--- src/rtl/ifd_map.vh ---
/*
 Field layout and opcode constants for the instruction field decoder.
 Assumes inclusion by the decoder files only.
*/
`ifndef IFD_MAP_VH
`define IFD_MAP_VH
`define IFD_BYTE_OP_HI 15
`define IFD_BYTE_OP_LO 10
`define IFD_DEST_BIT 9
`define IFD_BANK_BIT 8
`define IFD_FILE_HI 7
`define IFD_FILE_LO 0
`define IFD_NIB_HI 15
`define IFD_NIB_LO 12
`define IFD_BITPOS_HI 11
`define IFD_BITPOS_LO 9
`define IFD_ADDR12_HI 11
`define IFD_ADDR12_LO 0
`define IFD_OFS_HI 6
`define IFD_OFS_LO 0
`define IFD_FAST_BIT 0
`define IFD_SECOND_NIB 4'hf
`define IFD_MOVE_NIB 4'hc
`define IFD_BITSET_NIB 4'h8
`define IFD_BITCLR_NIB 4'h9
`define IFD_BITTGL_NIB 4'h7
`define IFD_CALL_HI 8'hec
`define IFD_CALL_FAST 8'hed
`define IFD_RET_WORD 15'h0009
`define IFD_RETFIE_WORD 15'h0008
`define IFD_TBL_HI 12'h000
`define IFD_TBL_LO_BASE 4'h8
`define IFD_IDX_SRC_HI 8'he8
`define IFD_IDX_DST_HI 9'h1d6
`define IFD_OSC_PER_CYCLE 2'h3
`define IFD_PTR_W 21
`define IFD_LATCH_W 8
`define IFD_ACCESS_BANK 4'h0
`endif

--- src/rtl/ifd_phase.v ---
/*
 Phase counter splitting each instruction cycle into oscillator periods.
 Assumes sys_clk is the oscillator and en gates all state.
*/
`timescale 1ns/10ps
`default_nettype none
`include "ifd_map.vh"
module ifd_phase (
    // Clock and reset
    input wire sys_clk,
    input wire rstn,
    input wire en,
    // Cycle boundary
    output reg cycle_end_q
);
    reg [1:0] phase_q;
    always @(posedge sys_clk or negedge rstn) begin
        if (!rstn) begin
            phase_q <= 2'h0;
            cycle_end_q <= 1'b0;
        end else if (en) begin
            phase_q <= phase_q + 2'h1;
            cycle_end_q <= (phase_q == (`IFD_OSC_PER_CYCLE - 2'h1)); // see (RULE12)
        end
    end
endmodule
`default_nettype wire

--- src/rtl/ifd_decoder.v ---
/*
 Operand field decoder for 16-bit instruction words.
 Assumes one word is offered per instruction cycle, taken when word_valid is
 high at the last oscillator period; downstream acts on one-cycle op pulses.
*/
// Overview of operation
// (RULE1) Fast bit picks shadow save or restore
// (RULE2) Program memory pointer is 21 bits wide
// (RULE3) Program memory data latch is 8 bits
// (RULE4) Indexed source and destination offsets are 7-bit
// (RULE5) Don't-care bits never change decode
// (RULE6) Byte format: opcode, d, a, file
// (RULE7) d selects working register or file
// (RULE8) a forces access bank or bank register
// (RULE9) Two-word move: source, then 1111 destination
// (RULE10) Bit format: opcode, bit, a, file
// (RULE11) Lone second word executes as no-operation
// (RULE12) Two-word ops take two four-period cycles
// (RULE13) Hold move source until second word
`timescale 1ns/10ps
`default_nettype none
`include "ifd_map.vh"
module ifd_decoder (
    // Clock and reset
    input wire sys_clk,
    input wire rstn,
    input wire clk_en,
    // Fetched word
    input wire [15:0] instr_word,
    input wire word_valid,
    // Bank and table context
    input wire [3:0] bank_select_register,
    input wire [20:0] program_memory_pointer_in,
    input wire [7:0] program_memory_data_in,
    // Byte and bit operands
    output reg op_valid_q,
    output reg [5:0] byte_opcode_q,
    output reg [3:0] bit_opcode_q,
    output reg to_working_register_q,
    output reg to_file_q,
    output reg [11:0] file_addr_q,
    output reg [2:0] bit_pos_q,
    output reg is_bit_op_q,
    // Two-word move
    output reg file_to_file_move_q,
    output reg [11:0] move_src_q,
    output reg [11:0] move_dst_q,
    output reg nop_q,
    output reg busy_q,
    // Fast call and return
    output reg shadow_save_q,
    output reg shadow_restore_q,
    // Indexed offsets
    output reg [6:0] source_index_offset_q,
    output reg [6:0] destination_index_offset_q,
    output reg index_valid_q,
    // Table path
    output reg [20:0] program_memory_pointer_q,
    output reg [7:0] program_memory_data_latch_q
);
    localparam ST_IDLE = 1'b0;
    localparam ST_WAIT2 = 1'b1;

    wire cycle_end;
    wire take;
    wire [3:0] nib;
    wire [7:0] hi8;
    reg state_q;
    reg state_d;
    reg [11:0] src_hold_q;
    reg [6:0] zs_hold_q;
    reg idx_pending_q;

    ifd_phase u_phase (
        .sys_clk(sys_clk),
        .rstn(rstn),
        .en(clk_en),
        .cycle_end_q(cycle_end)
    );

    assign take = clk_en & cycle_end & word_valid; // see (RULE12)
    assign nib = instr_word[`IFD_NIB_HI:`IFD_NIB_LO];
    assign hi8 = instr_word[15:8];

    always @* begin
        state_d = state_q;
        case (state_q)
            ST_IDLE: begin
                if (nib == `IFD_MOVE_NIB || hi8 == `IFD_IDX_SRC_HI) begin
                    state_d = ST_WAIT2; // see (RULE13)
                end
            end
            ST_WAIT2: begin
                state_d = ST_IDLE;
            end
            default: begin
                state_d = ST_IDLE;
            end
        endcase
    end

    always @(posedge sys_clk or negedge rstn) begin
        if (!rstn) begin
            state_q <= ST_IDLE;
            src_hold_q <= 12'h000;
            zs_hold_q <= 7'h00;
            idx_pending_q <= 1'b0;
            op_valid_q <= 1'b0;
            byte_opcode_q <= 6'h00;
            bit_opcode_q <= 4'h0;
            to_working_register_q <= 1'b0;
            to_file_q <= 1'b0;
            file_addr_q <= 12'h000;
            bit_pos_q <= 3'h0;
            is_bit_op_q <= 1'b0;
            file_to_file_move_q <= 1'b0;
            move_src_q <= 12'h000;
            move_dst_q <= 12'h000;
            nop_q <= 1'b0;
            busy_q <= 1'b0;
            shadow_save_q <= 1'b0;
            shadow_restore_q <= 1'b0;
            source_index_offset_q <= 7'h00;
            destination_index_offset_q <= 7'h00;
            index_valid_q <= 1'b0;
            program_memory_pointer_q <= 21'h000000;
            program_memory_data_latch_q <= 8'h00;
        end else if (clk_en) begin
            op_valid_q <= 1'b0;
            file_to_file_move_q <= 1'b0;
            nop_q <= 1'b0;
            shadow_save_q <= 1'b0;
            shadow_restore_q <= 1'b0;
            index_valid_q <= 1'b0;
            if (take) begin
                state_q <= state_d;
                if (state_q == ST_WAIT2) begin
                    busy_q <= 1'b0;
                    if (nib == `IFD_SECOND_NIB) begin
                        if (idx_pending_q) begin
                            source_index_offset_q <= zs_hold_q; // see (RULE4)
                            destination_index_offset_q <= instr_word[`IFD_OFS_HI:`IFD_OFS_LO];
                            index_valid_q <= 1'b1;
                        end else begin
                            move_src_q <= src_hold_q; // see (RULE13)
                            move_dst_q <= instr_word[`IFD_ADDR12_HI:`IFD_ADDR12_LO]; // see (RULE9)
                            file_to_file_move_q <= 1'b1;
                        end
                    end else begin
                        nop_q <= 1'b1;
                    end
                end else if (nib == `IFD_MOVE_NIB) begin
                    src_hold_q <= instr_word[`IFD_ADDR12_HI:`IFD_ADDR12_LO]; // see (RULE9)
                    idx_pending_q <= 1'b0;
                    busy_q <= 1'b1; // see (RULE12)
                end else if (hi8 == `IFD_IDX_SRC_HI) begin
                    // Bit 7 is a don't-care in the first word
                    zs_hold_q <= instr_word[`IFD_OFS_HI:`IFD_OFS_LO]; // see (RULE5)
                    idx_pending_q <= 1'b1;
                    busy_q <= 1'b1;
                end else if (nib == `IFD_SECOND_NIB) begin
                    nop_q <= 1'b1; // see (RULE11)
                end else if (instr_word[15:1] == `IFD_RET_WORD ||
                             instr_word[15:1] == `IFD_RETFIE_WORD) begin
                    shadow_restore_q <= instr_word[`IFD_FAST_BIT]; // see (RULE1)
                    op_valid_q <= 1'b1;
                end else if (hi8 == `IFD_CALL_HI || hi8 == `IFD_CALL_FAST) begin
                    shadow_save_q <= hi8[`IFD_FAST_BIT]; // see (RULE1)
                    op_valid_q <= 1'b1;
                end else if (instr_word[15:4] == `IFD_TBL_HI &&
                             instr_word[3] == 1'b1) begin
                    program_memory_pointer_q <= program_memory_pointer_in; // see (RULE2)
                    program_memory_data_latch_q <= program_memory_data_in; // see (RULE3)
                    op_valid_q <= 1'b1;
                end else if (nib == `IFD_BITSET_NIB || nib == `IFD_BITCLR_NIB ||
                             nib == `IFD_BITTGL_NIB) begin
                    bit_opcode_q <= nib; // see (RULE10)
                    bit_pos_q <= instr_word[`IFD_BITPOS_HI:`IFD_BITPOS_LO];
                    file_addr_q <= {(instr_word[`IFD_BANK_BIT] ? bank_select_register
                        : `IFD_ACCESS_BANK), instr_word[`IFD_FILE_HI:`IFD_FILE_LO]}; // see (RULE8)
                    is_bit_op_q <= 1'b1;
                    to_working_register_q <= 1'b0;
                    to_file_q <= 1'b1;
                    op_valid_q <= 1'b1;
                end else begin
                    byte_opcode_q <= instr_word[`IFD_BYTE_OP_HI:`IFD_BYTE_OP_LO]; // see (RULE6)
                    to_working_register_q <= ~instr_word[`IFD_DEST_BIT]; // see (RULE7)
                    to_file_q <= instr_word[`IFD_DEST_BIT]; // see (RULE7)
                    file_addr_q <= {(instr_word[`IFD_BANK_BIT] ? bank_select_register
                        : `IFD_ACCESS_BANK), instr_word[`IFD_FILE_HI:`IFD_FILE_LO]}; // see (RULE8)
                    is_bit_op_q <= 1'b0;
                    op_valid_q <= 1'b1;
                end
            end
        end
    end
endmodule
`default_nettype wire

--- config.mk ---
export PLATFORM = sky130hd
export DESIGN_NAME = ifd_decoder
export DESIGN_NICKNAME = d
export VERILOG_FILES = /design/src/rtl/ifd_phase.v /design/src/rtl/ifd_decoder.v
export VERILOG_INCLUDE_DIRS = /design/src /design/src/rtl
export SDC_FILE = /design/constraint.sdc
export NUM_CORES = 1
export LEC_CHECK = 0
export BUFFER_PORTS_ARGS = -buffer_cell sky130_fd_sc_hd__buf_2
export CORE_MARGIN = 2
export CORE_UTILIZATION = 51
export CTS_CLUSTER_DIAMETER = 200
export CTS_CLUSTER_SIZE = 14
export DETAILED_ROUTE_END_ITERATION = 7
export PLACE_DENSITY = 0.8
export REMOVE_ABC_BUFFERS = 1
export SETUP_SLACK_MARGIN = 0.5
export SLEW_MARGIN = 10
export SYNTH_ARGS = -nofsm -noshare
export SYNTH_HDL_FRONTEND = slang
export SYNTH_SLANG_ARGS = --single-unit
--- constraint.sdc ---
create_clock -name sys_clk -period 2.4 [get_ports sys_clk]
set_input_delay 0.48 -clock sys_clk [delete_from_list [all_inputs] [get_ports sys_clk]]
set_output_delay 0.48 -clock sys_clk [all_outputs]
set_load 0.01 [all_outputs]
==> out/metrics.yaml, run 1 <==
slew_headroom: 0.576
initial_core_util: 0.517
cts_tree: "done"
maxCapViolations: 0
fmax_mhz: 557
path_class: "reg -> reg"
cts_sinks: 126
antennaDiodeCount: 0
cts_made_buffers: 17
async_flop_share: 1.00
routed_via_density: 5.02
htreeDepth: 4
worst_pin_slew_ns: 0.635
yosysWarnings: 0
finalCritPeriodShare: 0.748
skew_ns: 0.00949
rsz0062_at_grt: "false"
grt_max_degree: 127
synth_top_family_by_area: "multiplexers"
hpwlAfterDp_um: 6990
setup_viol: 0
path_clk_slew_ns: 0.05
synth-compound-area-share: 0.0244
die_area_mm2: 0.0106
power_mw: 5.94
crit_arrival_ns: 2.18
root_buffer: "clkbuf_8"
die_x_um: 103
avgRoutedWirePerCell_um: 16.1
port-buffer-count: 154
finalMaxSlewViolations: 0
synth_xor_area_frac: 0.00528
min_path_type: "in -> async"
critPathMaxFanout: 29
endpoint_kind: "flip-flop"
track_usage: 0.200
cp_cell_sequence: "nand3_4, a311oi_4, and3b_1, buf_12, mux2_2"
utilization: 0.674
io_pins: 155
synth.yosys.seq_area_share: 0.633
startpoint_type: "flip-flop"
avgSynthCellArea_um2: 15.6
synth_adder_area_share: 0.00251
p_leak_nw: 3.60
place_congestion: 0.751
ant_nets: 0
area_delta_synth_final_pct: 30.5
crit_family: "simple AND/OR/NAND/NOR gates"
first_pass_iters: 4
grt_pass1_wl_um: 15700
cp_data_required_time_ns: 2.78
num_vias: 3169
die_height_um: 103
synthSimpleGateAreaFrac: 0.0480
cts_setup_buffers: 0
hold_viol: 0
drc: 0
nets: 540
crit_buf_inv: 1
clock_latency_ns: 0.51
clock_path_buffers: 2
power.density_mw_per_mm2: 914
drive_gt1_frac: 0.612
design.core.area_mm2: 0.00964
synth.cell_area_mm2: 0.00498
ys_seq_elements: 126
cpPeakStageDelay_ns: 0.38
antenna_found_initial: 0
hold_buffers: 0
synth_top_flop_cell: "dfrtp_1"
rows: 36
synth_edf_count: 0
wirelength_um: 10100
synthCells: 320
status: "finished, final reports clean"
grt_pass1_vias: 3181
worst_path_max_delay_cell: "dfrtp_1"
yosysUniqueCellTypes: 42
fin_crit_ns: 1.79
grt_remaining_overflow: 0
synth.mux.area_fraction: 0.258
first_iter_violations: 84
ir_drop_v: 0.000603
sequential cells by signal (all words and copies together) (netlist names), 2 cells and up:
name                         flops
bit_opcode_q                     4
bit_pos_q                        3
byte_opcode_q                    6
destination_index_offset_q       7
file_addr_q                     12
move_dst_q                      12
move_src_q                      12
program_memory_data_latch_q      8
program_memory_pointer_q        21
source_index_offset_q            7
src_hold_q                      12
u_phase.phase_q                  2
zs_hold_q                        7
per-layer routing:
layer	share of wire	up-vias	GRT usage
met4	0.0079	0	0.0638
met3	0.076	7	0.0814
met2	0.48	113	0.313
li1	-	1473	-
met5	0	-	0
met1	0.44	1576	0.257
path summary, 6_finish.rpt:
path                                              start                              to  slack [ns]  cells after the start
max in group asynchronous                          rstn     program_memory_pointer_q[7]        1.87                      2
setup / recovery                    u_phase.cycle_end_q  program_memory_data_latch_q[1]        0.61                      5
setup reg to reg                    u_phase.cycle_end_q  program_memory_data_latch_q[1]        0.61                      5
hold / removal                                     rstn   destination_index_offset_q[1]        0.09                      2
hold reg to reg                      u_phase.phase_q[0]              u_phase.phase_q[0]        0.47                      1
min in group sys_clk       program_memory_pointer_in[6]     program_memory_pointer_q[6]        0.21                      2
cells by family (layout without fill, tap and decap cells):
family | after synthesis | after routing
flip-flops | 126 | 126
adder cells (fa/ha/maj) | 1 | 1
XOR/XNOR | 3 | 3
multiplexers | 115 | 115
AND/OR/NAND/NOR | 36 | 36
buffers and inverters | 25 | 203
AO/OA/AOI/OAI | 14 | 14
area by class of cell:
class	instances	area, um2
clock buffers	24	480
well taps	133	166
repair buffers	161	863
flip-flops and latches	126	3150
inverters	11	41.3
fillers	756	3140
multi-input cells	169	1710
clock inverters	7	85.1
placed cells by master (no fill, tap or decap), types with 2 or more instances in the layout:
cell type and instances:
clkinv_2 5, clkbuf_16 16, nor2_1 2, buf_12 3, mux2i_1 6, a22o_1 2, buf_4 5, nand3_1 3
inv_1 11, nor2b_1 2, o21ai_0 3, buf_2 153, dfrtp_1 126, xnor2_1 2, nor3_1 2, bufinv_16 2
clkbuf_8 5, clkbuf_1 3, a21o_1 2, nor4_1 2, o2bb2ai_1 2, nand2_1 10, nand4_1 2, mux2_2 108
nand3_4 2
report_power, final:
| part | switching [mW] | internal [mW] |
|---|---|---|
| Sequential | 0.171 | 2.44 |
| Clock | 0.835 | 1.57 |
| Combinational | 0.466 | 0.456 |
| Total | 1.47 | 4.47 |
through the flow:
stage	setup slack (ns)	instance area, um2	hold slack [ns]	TNS (ns)	std cells
after floorplan	-0.238	4880	0.184	-5.71	306
after global placement	0.197	5920	0.454	0	600
after detailed placement	0.144	5920	0.462	0	600
after CTS	0.530	6490	0.0996	0	631
after global routing	0.532	6500	0.0867	0	631
final	0.606	6500	0.0885	0	631
repair_timing:
action / in CTS / in global routing
gates resized for setup: 1 / 1
endpoints found under the setup margin: 11 / 42
pin swaps: 0 / 1
cell usage after synthesis (2+ instances only):
cell type  count  area, um2
nand4_1        2       12.5
dfrtp_1      126       3150
nor3_1         2       10.0
a22o_1         2       17.5
nor4_1         3       18.8
buf_2          2       10.0
mux2_2       108       1220
mux2i_1        6       60.1
o21ai_0        3       15.0
nand3_1        3       15.0
buf_6          2       22.5
nor2b_1        2       12.5
inv_1         11       41.3
xnor2_1        2       17.5
clkbuf_1       3       11.3
buf_4          5       37.5
a21o_1         2       15.0
o2bb2ai_1      2       17.5
nand2_1       10       37.5
nor2_1         2       7.51
No activity file was read; power rests on OpenSTA's default activity.
==> run 2: changes to the inputs <==
==> constraint.sdc (replaced) <==
create_clock -name sys_clk -period 1.8 [get_ports sys_clk]
set_input_delay 0.36 -clock sys_clk [delete_from_list [all_inputs] [get_ports sys_clk]]
set_output_delay 0.36 -clock sys_clk [all_outputs]
set_load 0.01 [all_outputs]
==> out/metrics.yaml, run 2 (synthesized netlist as in run 1, its figures left out) <==
status: "finished, final reports clean"
swShare: 0.262  # +0.0144
root_buffer: "clkbuf_8"
clock_latency_ns: 0.51  # about the same
worst_pin_slew_ns: 0.515  # -0.120 ns
area_delta_synth_final_pct: 58.3
avgRoutedWirePerCell_um: 20.3  # +26%
routed_via_density: 5.13  # +2.1%
fillers: 529  # -30%
cts_sinks: 126  # unchanged
comb_power_share: 0.208  # +0.053
drc: 0  # unchanged
drive_gt1_frac: 0.689  # +0.0770
rsz0062_at_grt: "true"
skew_ns: 0.0109  # +0.00139 ns
power_switching_mw: 2.21  # +50%
htreeDepth: 4  # unchanged
hpwlAfterDp_um: 7750  # +11%
grt_pass1_vias: 3668  # +15%
port-buffer-count: 154  # unchanged
r2r-end: "program_memory_data_latch_q[2]"
track_usage: 0.232  # +0.0322
power_mw: 8.41  # +42%
largest-register: "program_memory_pointer_q"
seqPwrFrac: 0.419  # -0.021
path_clk_slew_ns: 0.05  # about the same
grt_max_degree: 47  # -63%
critPathMaxFanout: 7  # -76%
first_pass_iters: 4  # unchanged
crit_arrival_ns: 2.14  # -0.04 ns
p_leak_nw: 4.32  # +20%
final_common_cell: "dfrtp_1"
finalMaxSlewViolations: 0  # unchanged
hold_viol: 0  # unchanged
power.density_mw_per_mm2: 1070  # +17%
antennaDiodeCount: 0  # unchanged
stdcell_area_mm2: 0.00789  # +21%
cts_made_buffers: 17  # unchanged
nets: 642  # +19%
first_iter_violations: 165  # +96%
grt_pass1_wl_um: 18400  # +17%
startpoint_type: "flip-flop"
crit_end: "program_memory_data_latch_q[2]"
r2r_slack_ns: 0.04  # -0.56 ns
cp_data_required_time_ns: 2.19  # -0.59 ns
fmax_mhz: 569  # +2.0%
largest_reg_flops: 21  # unchanged
die_x_um: 103  # unchanged
cts_tree: "done"
r2r_cells: 4  # -1
antenna_found_initial: 0  # unchanged
place_area_mm2: 0.00621  # +4.9%
ant_nets: 0  # unchanged
rows: 36  # unchanged
ir_drop_v: 0.000785  # +30%
endpoint_kind: "flip-flop"
initial_core_util: 0.517  # unchanged
finalCritPeriodShare: 0.977  # +0.229
io_pins: 155  # unchanged
place_congestion: 0.820  # +9.1%
p_int_mw: 6.21  # +39%
grt_remaining_overflow: 0  # unchanged
clock_path_buffers: 2  # unchanged
pwr-share-clk: 0.373  # -0.032
wirelength_um: 14900  # +47%
fin_crit_ns: 1.76  # -0.0356 ns
maxCapViolations: 0  # unchanged
num_vias: 3755  # +18%
path_class: "reg -> reg"
startpoint: "state_q"
mostFrequentLayoutCells: "dfrtp_1, buf_2, buf_4"
design.core.area_mm2: 0.00964  # unchanged
r2r-start: "state_q"
slew_headroom: 0.653  # +0.0765
die_area_mm2: 0.0106  # unchanged
die_height_um: 103  # unchanged
min_path_type: "in -> reg"
setup_viol: 0  # unchanged
## run 2: routing by layer
layer	share of wire	global-route usage
met2	0.51	0.386
met3	0.064	0.0780
met5	0	0
met1	0.40	0.296
met4	0.025	0.0597
## run 2: cell type report
cell class	instances	area, um2	share of cell area
inverters	11	41.3	0.00524
clock buffers	22	443	0.0562
multi-input cells	169	1950	0.248
well taps	133	166	0.0211
clock inverters	8	92.6	0.0117
repair buffers	263	2030	0.258
flip-flops and latches	126	3150	0.400
## run 2: through the flow
| stage | util | TNS, ns | hold slack, ns | cells | worst slack [ns] |
|---|---|---|---|---|---|
| final | 0.818 | 0 | 0.0832 | 732 | 0.0412 |
| after global routing | 0.818 | -0.00838 | 0.0573 | 732 | -0.00361 |
| after CTS | 0.744 | 0 | 0.0454 | 691 | 0.0800 |
| after detailed placement | 0.644 | -10.95 | 0.345 | 632 | -0.232 |
| after global placement | 0.644 | -10.25 | 0.337 | 632 | -0.213 |
| after floorplan | - | -34.47 | 0.0644 | 306 | -0.838 |
## run 2: how the worst min path moves through the flow
stage                                    to  cells past startpoint  slack, ns                     startpoint
6_report       program_memory_pointer_q[20]                      2       0.08  program_memory_pointer_in[20]
4_1_cts        program_memory_pointer_q[20]                      2       0.05  program_memory_pointer_in[20]
3_5_place_dp                  move_dst_q[2]                      1       0.34                           rstn
5_1_grt        program_memory_pointer_q[20]                      2       0.06  program_memory_pointer_in[20]
2_1_floorplan               bit_opcode_q[0]                      0       0.06                           rstn
3_3_place_gp                 file_addr_q[2]                      1       0.34                           rstn
## run 2: critical path, stage by stage (launching register included)
cell	delay, ns
dfrtp_2	0.44
a311oi_4	0.30
and3b_2	0.38
clkbuf_16	0.21
mux2_4	0.30
## run 2: what timing repair did
action | in CTS | in global routing
setup endpoints to repair | 218 | 221
hold buffers | 1 | 0
setup buffers | 26 | 35
pin swaps | 6 | 5
cloned | 2 | 6
hold endpoints to repair | 32 | 0
resized for setup | 43 | 70
## run 2: power groups by stage
| stage | logic, mW | clock network [mW] | registers [mW] |
|---|---|---|---|
| global placement | 1.27 | 0 | 3.51 |
| global route | 1.88 | 3.32 | 3.57 |
| floorplan | 0.482 | 0 | 3.67 |
| detailed placement | 1.32 | 0 | 3.52 |
| finish | 1.75 | 3.14 | 3.53 |
| CTS | 1.49 | 3.17 | 3.49 |
